===== config.mk =====
export PLATFORM = sky130hd
export DESIGN_NAME = mcu_instruction_subset_exec
export DESIGN_NICKNAME = d
export VERILOG_FILES = /design/src/mcu_exec_pkg.sv /design/src/mcu_instruction_subset_exec.sv
export SDC_FILE = /design/constraint.sdc
export NUM_CORES = 1
export LEC_CHECK = 0
export ABC_AREA = 1
export BUFFER_PORTS_ARGS = -buffer_cell sky130_fd_sc_hd__buf_2
export CAP_MARGIN = 20
export CORE_MARGIN = 2
export CORE_UTILIZATION = 30
export CTS_CLUSTER_SIZE = 28
export DETAILED_ROUTE_END_ITERATION = 8
export SLEW_MARGIN = 5
export SYNTH_ARGS = -nofsm -noshare
export SYNTH_HDL_FRONTEND = slang
export SYNTH_SLANG_ARGS = --single-unit
export TNS_END_PERCENT = 1

===== constraint.sdc =====
create_clock -name clock -period 2.81 [get_ports clock]
set_input_delay 0 -clock clock [delete_from_list [all_inputs] [get_ports clock]]
set_output_delay 0 -clock clock [all_outputs]
set_load 0.1 [all_outputs]

===== src/mcu_exec_pkg.sv =====
`default_nettype none

package mcu_exec_pkg;

   // Widths of the datapath.
   localparam int WORD_W = 12;
   localparam int PC_W = 11;
   localparam int DATA_W = 8;
   localparam int FADDR_W = 5;
   localparam int JUMP_W = 9;
   localparam int PAGE_W = 2;
   localparam int STATUS_W = 8;

   // Reset values.
   localparam logic [PC_W-1:0] RESET_PC = 11'h000;
   localparam logic [DATA_W-1:0] RESET_ACC = 8'h00;
   localparam logic RESET_ZERO = 1'h0;

   // Field positions inside an instruction word.
   localparam int MAJOR_HI = 11;
   localparam int MAJOR_LO = 9;
   localparam int FUNC_HI = 8;
   localparam int FUNC_LO = 6;
   localparam int DEST_BIT = 5;
   localparam int FADDR_HI = 4;
   localparam int FADDR_LO = 0;
   localparam int JUMP_HI = 8;
   localparam int LIT_HI = 7;

   // Page bits: where they sit in the status register.
   localparam int STATUS_PAGE_HI = 6;
   localparam int STATUS_PAGE_LO = 5;

   // Major and function codes of the instruction word.
   localparam logic [2:0] MAJOR_FILE = 3'h0;
   localparam logic [2:0] MAJOR_JUMP = 3'h5;
   localparam logic [2:0] MAJOR_OR_LIT = 3'h6;
   localparam logic [2:0] FUNC_IDLE = 3'h0;
   localparam logic [2:0] FUNC_STORE = 3'h1;
   localparam logic [2:0] FUNC_OR = 3'h2;
   localparam logic [2:0] FUNC_MOVE = 3'h3;
   localparam logic [2:0] FUNC_INC_SKIP = 3'h4;

   // Destination select.
   localparam logic DEST_TO_ACC = 1'h0;
   localparam logic DEST_TO_FILE = 1'h1;

   typedef enum logic [2:0] {
      OP_IDLE = 3'b000,
      OP_STORE = 3'b001,
      OP_OR_FILE = 3'b010,
      OP_MOVE_FILE = 3'b011,
      OP_INC_SKIP = 3'b100,
      OP_JUMP = 3'b101,
      OP_OR_LIT = 3'b110
   } op_e;

   typedef enum logic [0:0] {
      SLOT_RUN = 1'b0,
      SLOT_DISCARD = 1'b1
   } slot_e;

   typedef struct packed {
      logic en;
      logic [FADDR_W-1:0] addr;
      logic [DATA_W-1:0] data;
   } file_write_s;

   typedef struct packed {
      op_e op;
      logic target_select;
      logic [FADDR_W-1:0] faddr;
      logic [JUMP_W-1:0] k;
   } decoded_s;

endpackage

`default_nettype wire


===== src/mcu_instruction_subset_exec.sv =====
`default_nettype none

// Contract
// - Increment-skip adds one to register, result to accumulator or register, flags untouched.
// - Zero increment result discards the prefetched next word, running an idle slot.
// - Unconditional jump loads its nine-bit immediate into program counter bits 8 to 0.
// - Unconditional jump fills program counter bits 10 and 9 from status bits 6 and 5.
// - Unconditional jump takes two cycles and leaves every flag unchanged.
// - OR literal ORs accumulator with eight-bit immediate into accumulator, updating zero.
// - OR with file ORs accumulator with register, result per target_select, updating zero.
// - Store copies accumulator into the addressed register, flags untouched.
// - Move file copies register to accumulator or back to the same register.
// - Move file updates zero from the moved value even when writing back.
module mcu_instruction_subset_exec
   import mcu_exec_pkg::*;
(
   // Clock and reset.
   input wire logic clock,
   input wire logic rst,
   // Fetch pipeline.
   input wire logic [WORD_W-1:0] instr_word,
   output logic [PC_W-1:0] fetch_addr,
   output logic slot_discard,
   // Status register of the core.
   input wire logic [STATUS_W-1:0] status_reg,
   output logic zero_flag,
   // File register read port.
   output logic [FADDR_W-1:0] file_raddr,
   input wire logic [DATA_W-1:0] file_rdata,
   // File register write port.
   output logic file_we,
   output logic [FADDR_W-1:0] file_waddr,
   output logic [DATA_W-1:0] file_wdata,
   // Accumulator.
   output logic [DATA_W-1:0] accumulator
);

   decoded_s dec;
   logic [2:0] major;
   logic [2:0] func;
   logic [DATA_W-1:0] operand;
   logic [DATA_W-1:0] literal;
   logic [DATA_W-1:0] result;
   logic [PAGE_W-1:0] page;
   logic result_valid;
   logic result_to_file;
   logic affects_zero;
   logic skip_next;
   logic take_jump;

   logic [PC_W-1:0] pc_q;
   logic [PC_W-1:0] pc_d;
   slot_e slot_q;
   slot_e slot_d;
   logic [DATA_W-1:0] acc_q;
   logic [DATA_W-1:0] acc_d;
   logic zero_q;
   logic zero_d;
   file_write_s wr_q;
   file_write_s wr_d;

   // Decode the word; a discarded slot and unknown codes run as the idle instruction.
   always_comb begin
      major = instr_word[MAJOR_HI:MAJOR_LO];
      func = instr_word[FUNC_HI:FUNC_LO];
      dec.op = OP_IDLE;
      dec.target_select = instr_word[DEST_BIT];
      dec.faddr = instr_word[FADDR_HI:FADDR_LO];
      dec.k = instr_word[JUMP_HI:0];
      if (slot_q == SLOT_DISCARD) begin
         dec.op = OP_IDLE;
      end else begin
         unique case (major)
            MAJOR_FILE: begin
               unique case (func)
                  FUNC_IDLE: dec.op = OP_IDLE;
                  FUNC_STORE: dec.op = OP_STORE;
                  FUNC_OR: dec.op = OP_OR_FILE;
                  FUNC_MOVE: dec.op = OP_MOVE_FILE;
                  FUNC_INC_SKIP: dec.op = OP_INC_SKIP;
                  default: dec.op = OP_IDLE;
               endcase
            end
            MAJOR_JUMP: dec.op = OP_JUMP;
            MAJOR_OR_LIT: dec.op = OP_OR_LIT;
            default: dec.op = OP_IDLE;
         endcase
      end
   end

   // Operand read; a write still pending to the same address is forwarded.
   always_comb begin
      file_raddr = dec.faddr;
      if (wr_q.en && (wr_q.addr == dec.faddr)) begin
         operand = wr_q.data;
      end else begin
         operand = file_rdata;
      end
      literal = dec.k[LIT_HI:0];
      page = status_reg[STATUS_PAGE_HI:STATUS_PAGE_LO];
   end

   // Arithmetic and logic of the supported instructions.
   always_comb begin
      result = '0;
      result_valid = 1'b0;
      result_to_file = 1'b0;
      affects_zero = 1'b0;
      skip_next = 1'b0;
      take_jump = 1'b0;
      unique case (dec.op)
         OP_IDLE: begin
            result_valid = 1'b0;
         end
         OP_INC_SKIP: begin
            result = operand + 8'h01;
            result_valid = 1'b1;
            result_to_file = (dec.target_select == DEST_TO_FILE);
            skip_next = (result == 8'h00);
         end
         OP_JUMP: begin
            take_jump = 1'b1;
         end
         OP_OR_LIT: begin
            result = acc_q | literal;
            result_valid = 1'b1;
            result_to_file = 1'b0;
            affects_zero = 1'b1;
         end
         OP_OR_FILE: begin
            result = acc_q | operand;
            result_valid = 1'b1;
            result_to_file = (dec.target_select == DEST_TO_FILE);
            affects_zero = 1'b1;
         end
         OP_STORE: begin
            result = acc_q;
            result_valid = 1'b1;
            result_to_file = 1'b1;
         end
         OP_MOVE_FILE: begin
            result = operand;
            result_valid = 1'b1;
            result_to_file = (dec.target_select == DEST_TO_FILE);
            affects_zero = 1'b1;
         end
         default: begin
            result_valid = 1'b0;
         end
      endcase
   end

   // Next state of program counter and slot.
   always_comb begin
      pc_d = pc_q + 11'h001;
      slot_d = SLOT_RUN;
      if (take_jump) begin
         pc_d = {page, dec.k};
         // The word already fetched behind the jump is thrown away.
         slot_d = SLOT_DISCARD;
      end else if (skip_next) begin
         slot_d = SLOT_DISCARD;
      end
   end

   // Next state of accumulator, zero flag and file write.
   always_comb begin
      acc_d = acc_q;
      zero_d = zero_q;
      wr_d.en = 1'b0;
      wr_d.addr = dec.faddr;
      wr_d.data = result;
      if (result_valid && !result_to_file) begin
         acc_d = result;
      end
      if (result_valid && result_to_file) begin
         wr_d.en = 1'b1;
      end
      if (affects_zero) begin
         zero_d = (result == 8'h00);
      end
   end

   always_ff @(posedge clock) begin
      if (rst) begin
         pc_q <= RESET_PC;
         slot_q <= SLOT_DISCARD;
         acc_q <= RESET_ACC;
         zero_q <= RESET_ZERO;
         wr_q <= '0;
      end else begin
         pc_q <= pc_d;
         slot_q <= slot_d;
         acc_q <= acc_d;
         zero_q <= zero_d;
         wr_q <= wr_d;
      end
   end

   assign fetch_addr = pc_q;
   assign slot_discard = (slot_q == SLOT_DISCARD);
   assign zero_flag = zero_q;
   assign accumulator = acc_q;
   assign file_we = wr_q.en;
   assign file_waddr = wr_q.addr;
   assign file_wdata = wr_q.data;

endmodule // mcu_instruction_subset_exec

`default_nettype wire


==> Word level (Yosys, flattened, before mapping) <==
Index checks and enable logic that the tools add are counted.
{ "classes": {"add_sub_neg": 2, "multipliers": 0, "div": 0, "order_cmp": 0, "eq_ne": 13, "n_shift": 0, "n_mux": 13, "bitwise_logic": 2, "n_reduce_logical": 11} }
{ "ops": {"columns": ["cell", "n"], "rows": [
  ["$pmux 8 s5", 1],
  ["$eq 3x3->1 const B", 6],
  ["$logic_not 8->1", 2],
  ["$or 8x8->8", 2],
  ["$eq 3x2->1 const B", 4],
  ["$pmux 3 s4", 1],
  ["$add 11x1->11 const B", 1],
  ["$mux 11", 1],
  ["$pmux 3 s3", 1],
  ["$add 8x1->8 const B", 1],
  ["$mux 8", 1],
  ["$eq 3x1->1 const B", 2],
  ["$mux 1", 6],
  ["$reduce_or 3->1", 2],
  ["$eq 5x5->1", 1],
  ["$reduce_or 5->1", 1],
  ["$logic_and 1x1->1", 3],
  ["$logic_not 3->1", 1],
  ["$mux 3", 1],
  ["$pmux 1 s2", 1],
  ["$reduce_or 2->1", 1],
  ["$logic_not 1->1", 1]
]} }
{ "word_totals": {"ff_bits": 35, "latchBits": 0, "ramBits": 0, "rom_bits": 0, "inputBits": 30, "out_inout_bits": 40, "word_cells": 48, "n_memories": 0} }

==> Logic depth before layout (Yosys ltp) <==
{ "logic_depth": {"ltp_word": 9, "ltp_mapped": 18} }

==> Least setup slack after synthesis <==
OpenSTA, ideal clock, no wires.
{ "synth_timing": {"path_kind": "register to register", "from": "register wr_q (netlist bit file_waddr[0])", "to": "register zero_q, in the netlist zero_flag", "setup_time_ns": 0.067, "t_arrival_ns": 2.750, "t_required_ns": 2.743, "setup_slack_ns": -0.007, "stages_incl_launch_ff": 17, "n_path_buf": 1, "synth_period_minus_slack_ns": 2.817, "path_cell_list": "dfxtp_1 inv_1 nand2_1 nand2_1 nor2_2 buf_4 nand4_1 nand2_2 ha_1 nand3_4 nor2_4 nand3_1 nand3_1 nand2_1 nor2_1 nand3_2 a21oi_2"} }
{ "synth_via": {"elab_chain_len": 6, "word_cells_on_any_way": 7, "cone_classes": "add/sub: 1; eq/ne: 1; mux: 2; bitwise: 1; reduce/logical: 2"} }
{ "synth_rtl": {"columns": ["item", "line_no", "text"], "rows": [
  ["start: declaration", "mcu_instruction_subset_exec.sv:59", "file_write_s wr_q;"],
  ["start signal: assignment", "mcu_instruction_subset_exec.sv:196", "wr_q <= wr_d;"],
  ["$eq 5x5->1 *", "mcu_instruction_subset_exec.sv:94", "if (wr_q.en && (wr_q.addr == dec.faddr)) begin"],
  ["$logic_and 1x1->1 *", "mcu_instruction_subset_exec.sv:94", null],
  ["$mux 8 *", "mcu_instruction_subset_exec.sv:94", null],
  ["$add 8x1->8 / $or 8x8->8 (equally long branches)", "mcu_instruction_subset_exec.sv:116, mcu_instruction_subset_exec.sv:131", null],
  ["$pmux 8 s5 *", "mcu_instruction_subset_exec.sv:111", "unique case (dec.op)"],
  ["$logic_not 8->1 *", "mcu_instruction_subset_exec.sv:180", "zero_d = (result == 8'h00);"],
  ["end signal: assignment", "mcu_instruction_subset_exec.sv:195", "zero_q <= zero_d;"],
  ["end: declaration", "mcu_instruction_subset_exec.sv:57", "logic zero_q;"]
]} }
Every way passes the cells marked *; elsewhere a longest branch is shown, timed or not.
A chain may end at the register's enable or synchronous reset.

==> Final worst setup path <==
{ "layout_timing": {"from": "input instr_word[2]", "to": "register zero_q, in the netlist zero_flag"} }
{ "layout_via": {"elab_chain_len": 6, "word_cells_on_any_way": 8, "cone_classes": "add/sub: 1; eq/ne: 1; mux: 2; bitwise: 2; reduce/logical: 2"} }
{ "layout_rtl": {"columns": ["item", "line_no", "text"], "rows": [
  ["start: declaration", "mcu_instruction_subset_exec.sv:21", "input wire logic [WORD_W-1:0] instr_word,"],
  ["$eq 5x5->1", "mcu_instruction_subset_exec.sv:94", null],
  ["$logic_and 1x1->1", "mcu_instruction_subset_exec.sv:94", null],
  ["$mux 8", "mcu_instruction_subset_exec.sv:94", null],
  ["$add 8x1->8 / $or 8x8->8 (equally long branches)", "mcu_instruction_subset_exec.sv:116, mcu_instruction_subset_exec.sv:131", null],
  ["$pmux 8 s5 *", "mcu_instruction_subset_exec.sv:111", null],
  ["$logic_not 8->1 *", "mcu_instruction_subset_exec.sv:180", null]
]} }
Marked as above.

==> results.toml <==
[clock_tree]
tritoncts = "yes"
htreeDepth = 2
cts_buffers = 5
clock_path_buffers = 2
root_buffer = "clkbuf_8"
post_cts_buffers = 0
clk_latency_ns = 0.30
clock_sinks = 35
cts.clk_slew.worst_paths_ns = 0.08

[logic_synthesis]
synth_nets = 410
ys_seq_elements = 35
synthCells = 377
ys_seq_area_share_pct = 27.2
synth.avg_cell_area_um2 = 6.83
syn-cell-area_mm2 = 0.00258
ys_warn_count = 0
synthDistinctLibCells = 37

[worst_setup_path]
reg2reg_to = "zero_flag"
crit_path_start_kind = "primary input"
rr_startpoint = "file_waddr[4]"
end_kind = "register"
reg2reg_slack_ns = 0.46
r2r_cells = 17
crit_required_ns = 3.04
worstSetupPathType = "in2reg"
path_max_fanout = 11
crit_arrival_ns = 2.58

[sta]
min_period_ns = 2.35
finalSetupViolCount = 0
finalMaxSlewViolations = 0
worst_slew_pin_slew_ns = 0.590
period_share_pct = 83.7
fmax_mhz = 425
maxSlewHeadroom_pct = 60.5
fin_tns_setup_ns = 0
hold_violations = 0
grt_setup_unrepaired = "false"
finClkSkew_ns = 0.00780

[final_layout]
area.growth.synth_to_final_pct = 19.7
fin_cells = 547
final_cell_mix = "67 x nand2_1, 63 x buf_2, 51 x inv_1"
final_common_cell = "nand2_1"
fin_area_mm2 = 0.00308
diodes = 0
fin_nets = 474
drive_gt1_share_pct = 33.3

[die]
initial_utilization_pct = 31.2
core_mm2 = 0.00826
die_h_um = 96.7
io_pins = 70
dieArea_mm2 = 0.00935
rows = 33
die_w_um = 96.7

[pwr]
leakage_nw = 1.52
cellPowerDensity_mw_per_mm2 = 485
ir_drop_mv = 0.166

[detailed_routing]
ant_nets = 0
drt_iter0_drc = 167
via_per_inst = 4.53
wl_per_cell_um = 12.2
drc = 0
first_pass_iters = 4
vias = 2476
wirelength_um = 6660

[placed_design]
dp_hpwl_um = 5380
port_buffers = 63
gp_congestion = 0.919
place_area_mm2 = 0.00295
placedCellCount = 534

[run]
drv_cap = 0

[min_path]
hold_depth = 3
hold_end = "file_waddr[1]"
hold_start = "instr_word[1]"
hp-class = "in2reg"

[global_routing]
grt_pass1_wl_um = 10900
grt_pass1_vias = 2254
grt_max_degree = 19
gr-total-overflow = 0
antenna_found_initial = 0
track_usage_pct = 14.1

[run_status]
outcome = "finished clean"
[report_power, final]
group          switching [mW]  total (mW)  internal [mW]
registers              0.0256       0.555          0.529
logic                   0.448       0.564          0.116
clock network           0.203       0.376          0.173
[registers in the layout, indices dropped and copies added, names as in the netlist]
name,cells
fetch_addr,11
accumulator,8
file_wdata,8
file_waddr,5
file_we,1
slot_discard,1
zero_flag,1
[per-stage QoR]
stage	setup slack (ns)	hold slack, ns	power (mW)	util (%)
2_1_floorplan	0.0205	0.118	1.03	-
5_1_grt	0.198	0.0165	1.56	37.3
4_1_cts	0.455	0.00141	1.51	37.3
6_report	0.457	0.00648	1.49	37.3
3_3_place_gp	0.535	0.276	1.12	35.7
3_5_place_dp	0.490	0.286	1.13	35.7
[synth_stat cells (all sizes together)]
library cell | number | area, um2
o21ai | 30 | 161
o22ai | 1 | 6.26
nand4 | 12 | 103
and2 | 1 | 6.26
dfxtp | 35 | 701
xnor2 | 2 | 17.5
a31oi | 1 | 6.26
a22o | 3 | 26.3
clkinv | 1 | 3.75
nand2 | 94 | 435
nor2 | 46 | 278
o31ai | 1 | 12.5
clkbuf | 4 | 15.0
inv | 66 | 248
o211ai | 3 | 22.5
a21oi | 22 | 118
ha | 3 | 37.5
o22a | 1 | 8.76
nand3 | 31 | 205
buf | 9 | 78.8
xor2 | 7 | 61.3
nand3b | 2 | 15.0
nor3 | 2 | 10.0
[worst max-delay path, stage by stage]
cell and delay (ns):
dlygate4sd3_1 0.53, buf_2 0.15, inv_2 0.04, nand2_1 0.05
nand2_1 0.08, nor2_4 0.30, nand3_4 0.15, nand2_1 0.10
nand2_2 0.11, ha_1 0.24, nand3_4 0.13, inv_2 0.04
nand3_1 0.08, nand2_1 0.07, nand3_1 0.09, nand2_1 0.08
nor2_1 0.13, nand3_2 0.09, a21oi_2 0.11
[cell type report]
type                    count  area (um2)
multi-input cells         262        1530
flip-flops and latches     35         702
repair buffers             70         380
well taps                 105         131
inverters                  67         251
fillers                   928        5170
clock buffers               5        68.8
clock inverters             3        20.0
[repair_timing]
item / CTS / global route
hold buffers: 5 / 0
hold endpoints to repair: 5 / 0
resized for setup: 0 / 0
[metal layers]
| layer | global-route usage, % | part of all wire, % |
|---|---|---|
| met1 | 19.1 | 47 |
| met2 | 22.6 | 46 |
| met3 | 2.82 | 4.7 |
| met4 | 4.12 | 1.3 |
| met5 | 0 | 0 |
[logic make-up after synthesis]
| group | count (synthesis) | share of synthesized area [%] |
|---|---|---|
| and+or+nand+nor | 188 | 40.8 |
| AOI/OAI and AO/OA | 62 | 14.0 |
| DFF | 35 | 27.2 |
| adders and majority gates | 3 | 1.46 |
| buffers and inverters | 80 | 13.4 |
| xor gates and xnor gates | 9 | 3.06 |
[how the worst max path moves through the flow]
| stage | from | end | slack, ns | depth (start not counted) |
|---|---|---|---|---|
| floorplan | file_waddr[1] | zero_flag | 0.02 | 16 |
| finish | instr_word[2] | zero_flag | 0.46 | 19 |
| CTS | instr_word[4] | zero_flag | 0.45 | 19 |
| detailed placement | file_waddr[4] | zero_flag | 0.49 | 17 |
| global placement | file_waddr[4] | zero_flag | 0.54 | 17 |
| global route | instr_word[2] | accumulator[7] | 0.20 | 18 |
No activity file was read; power rests on OpenSTA's default activity.
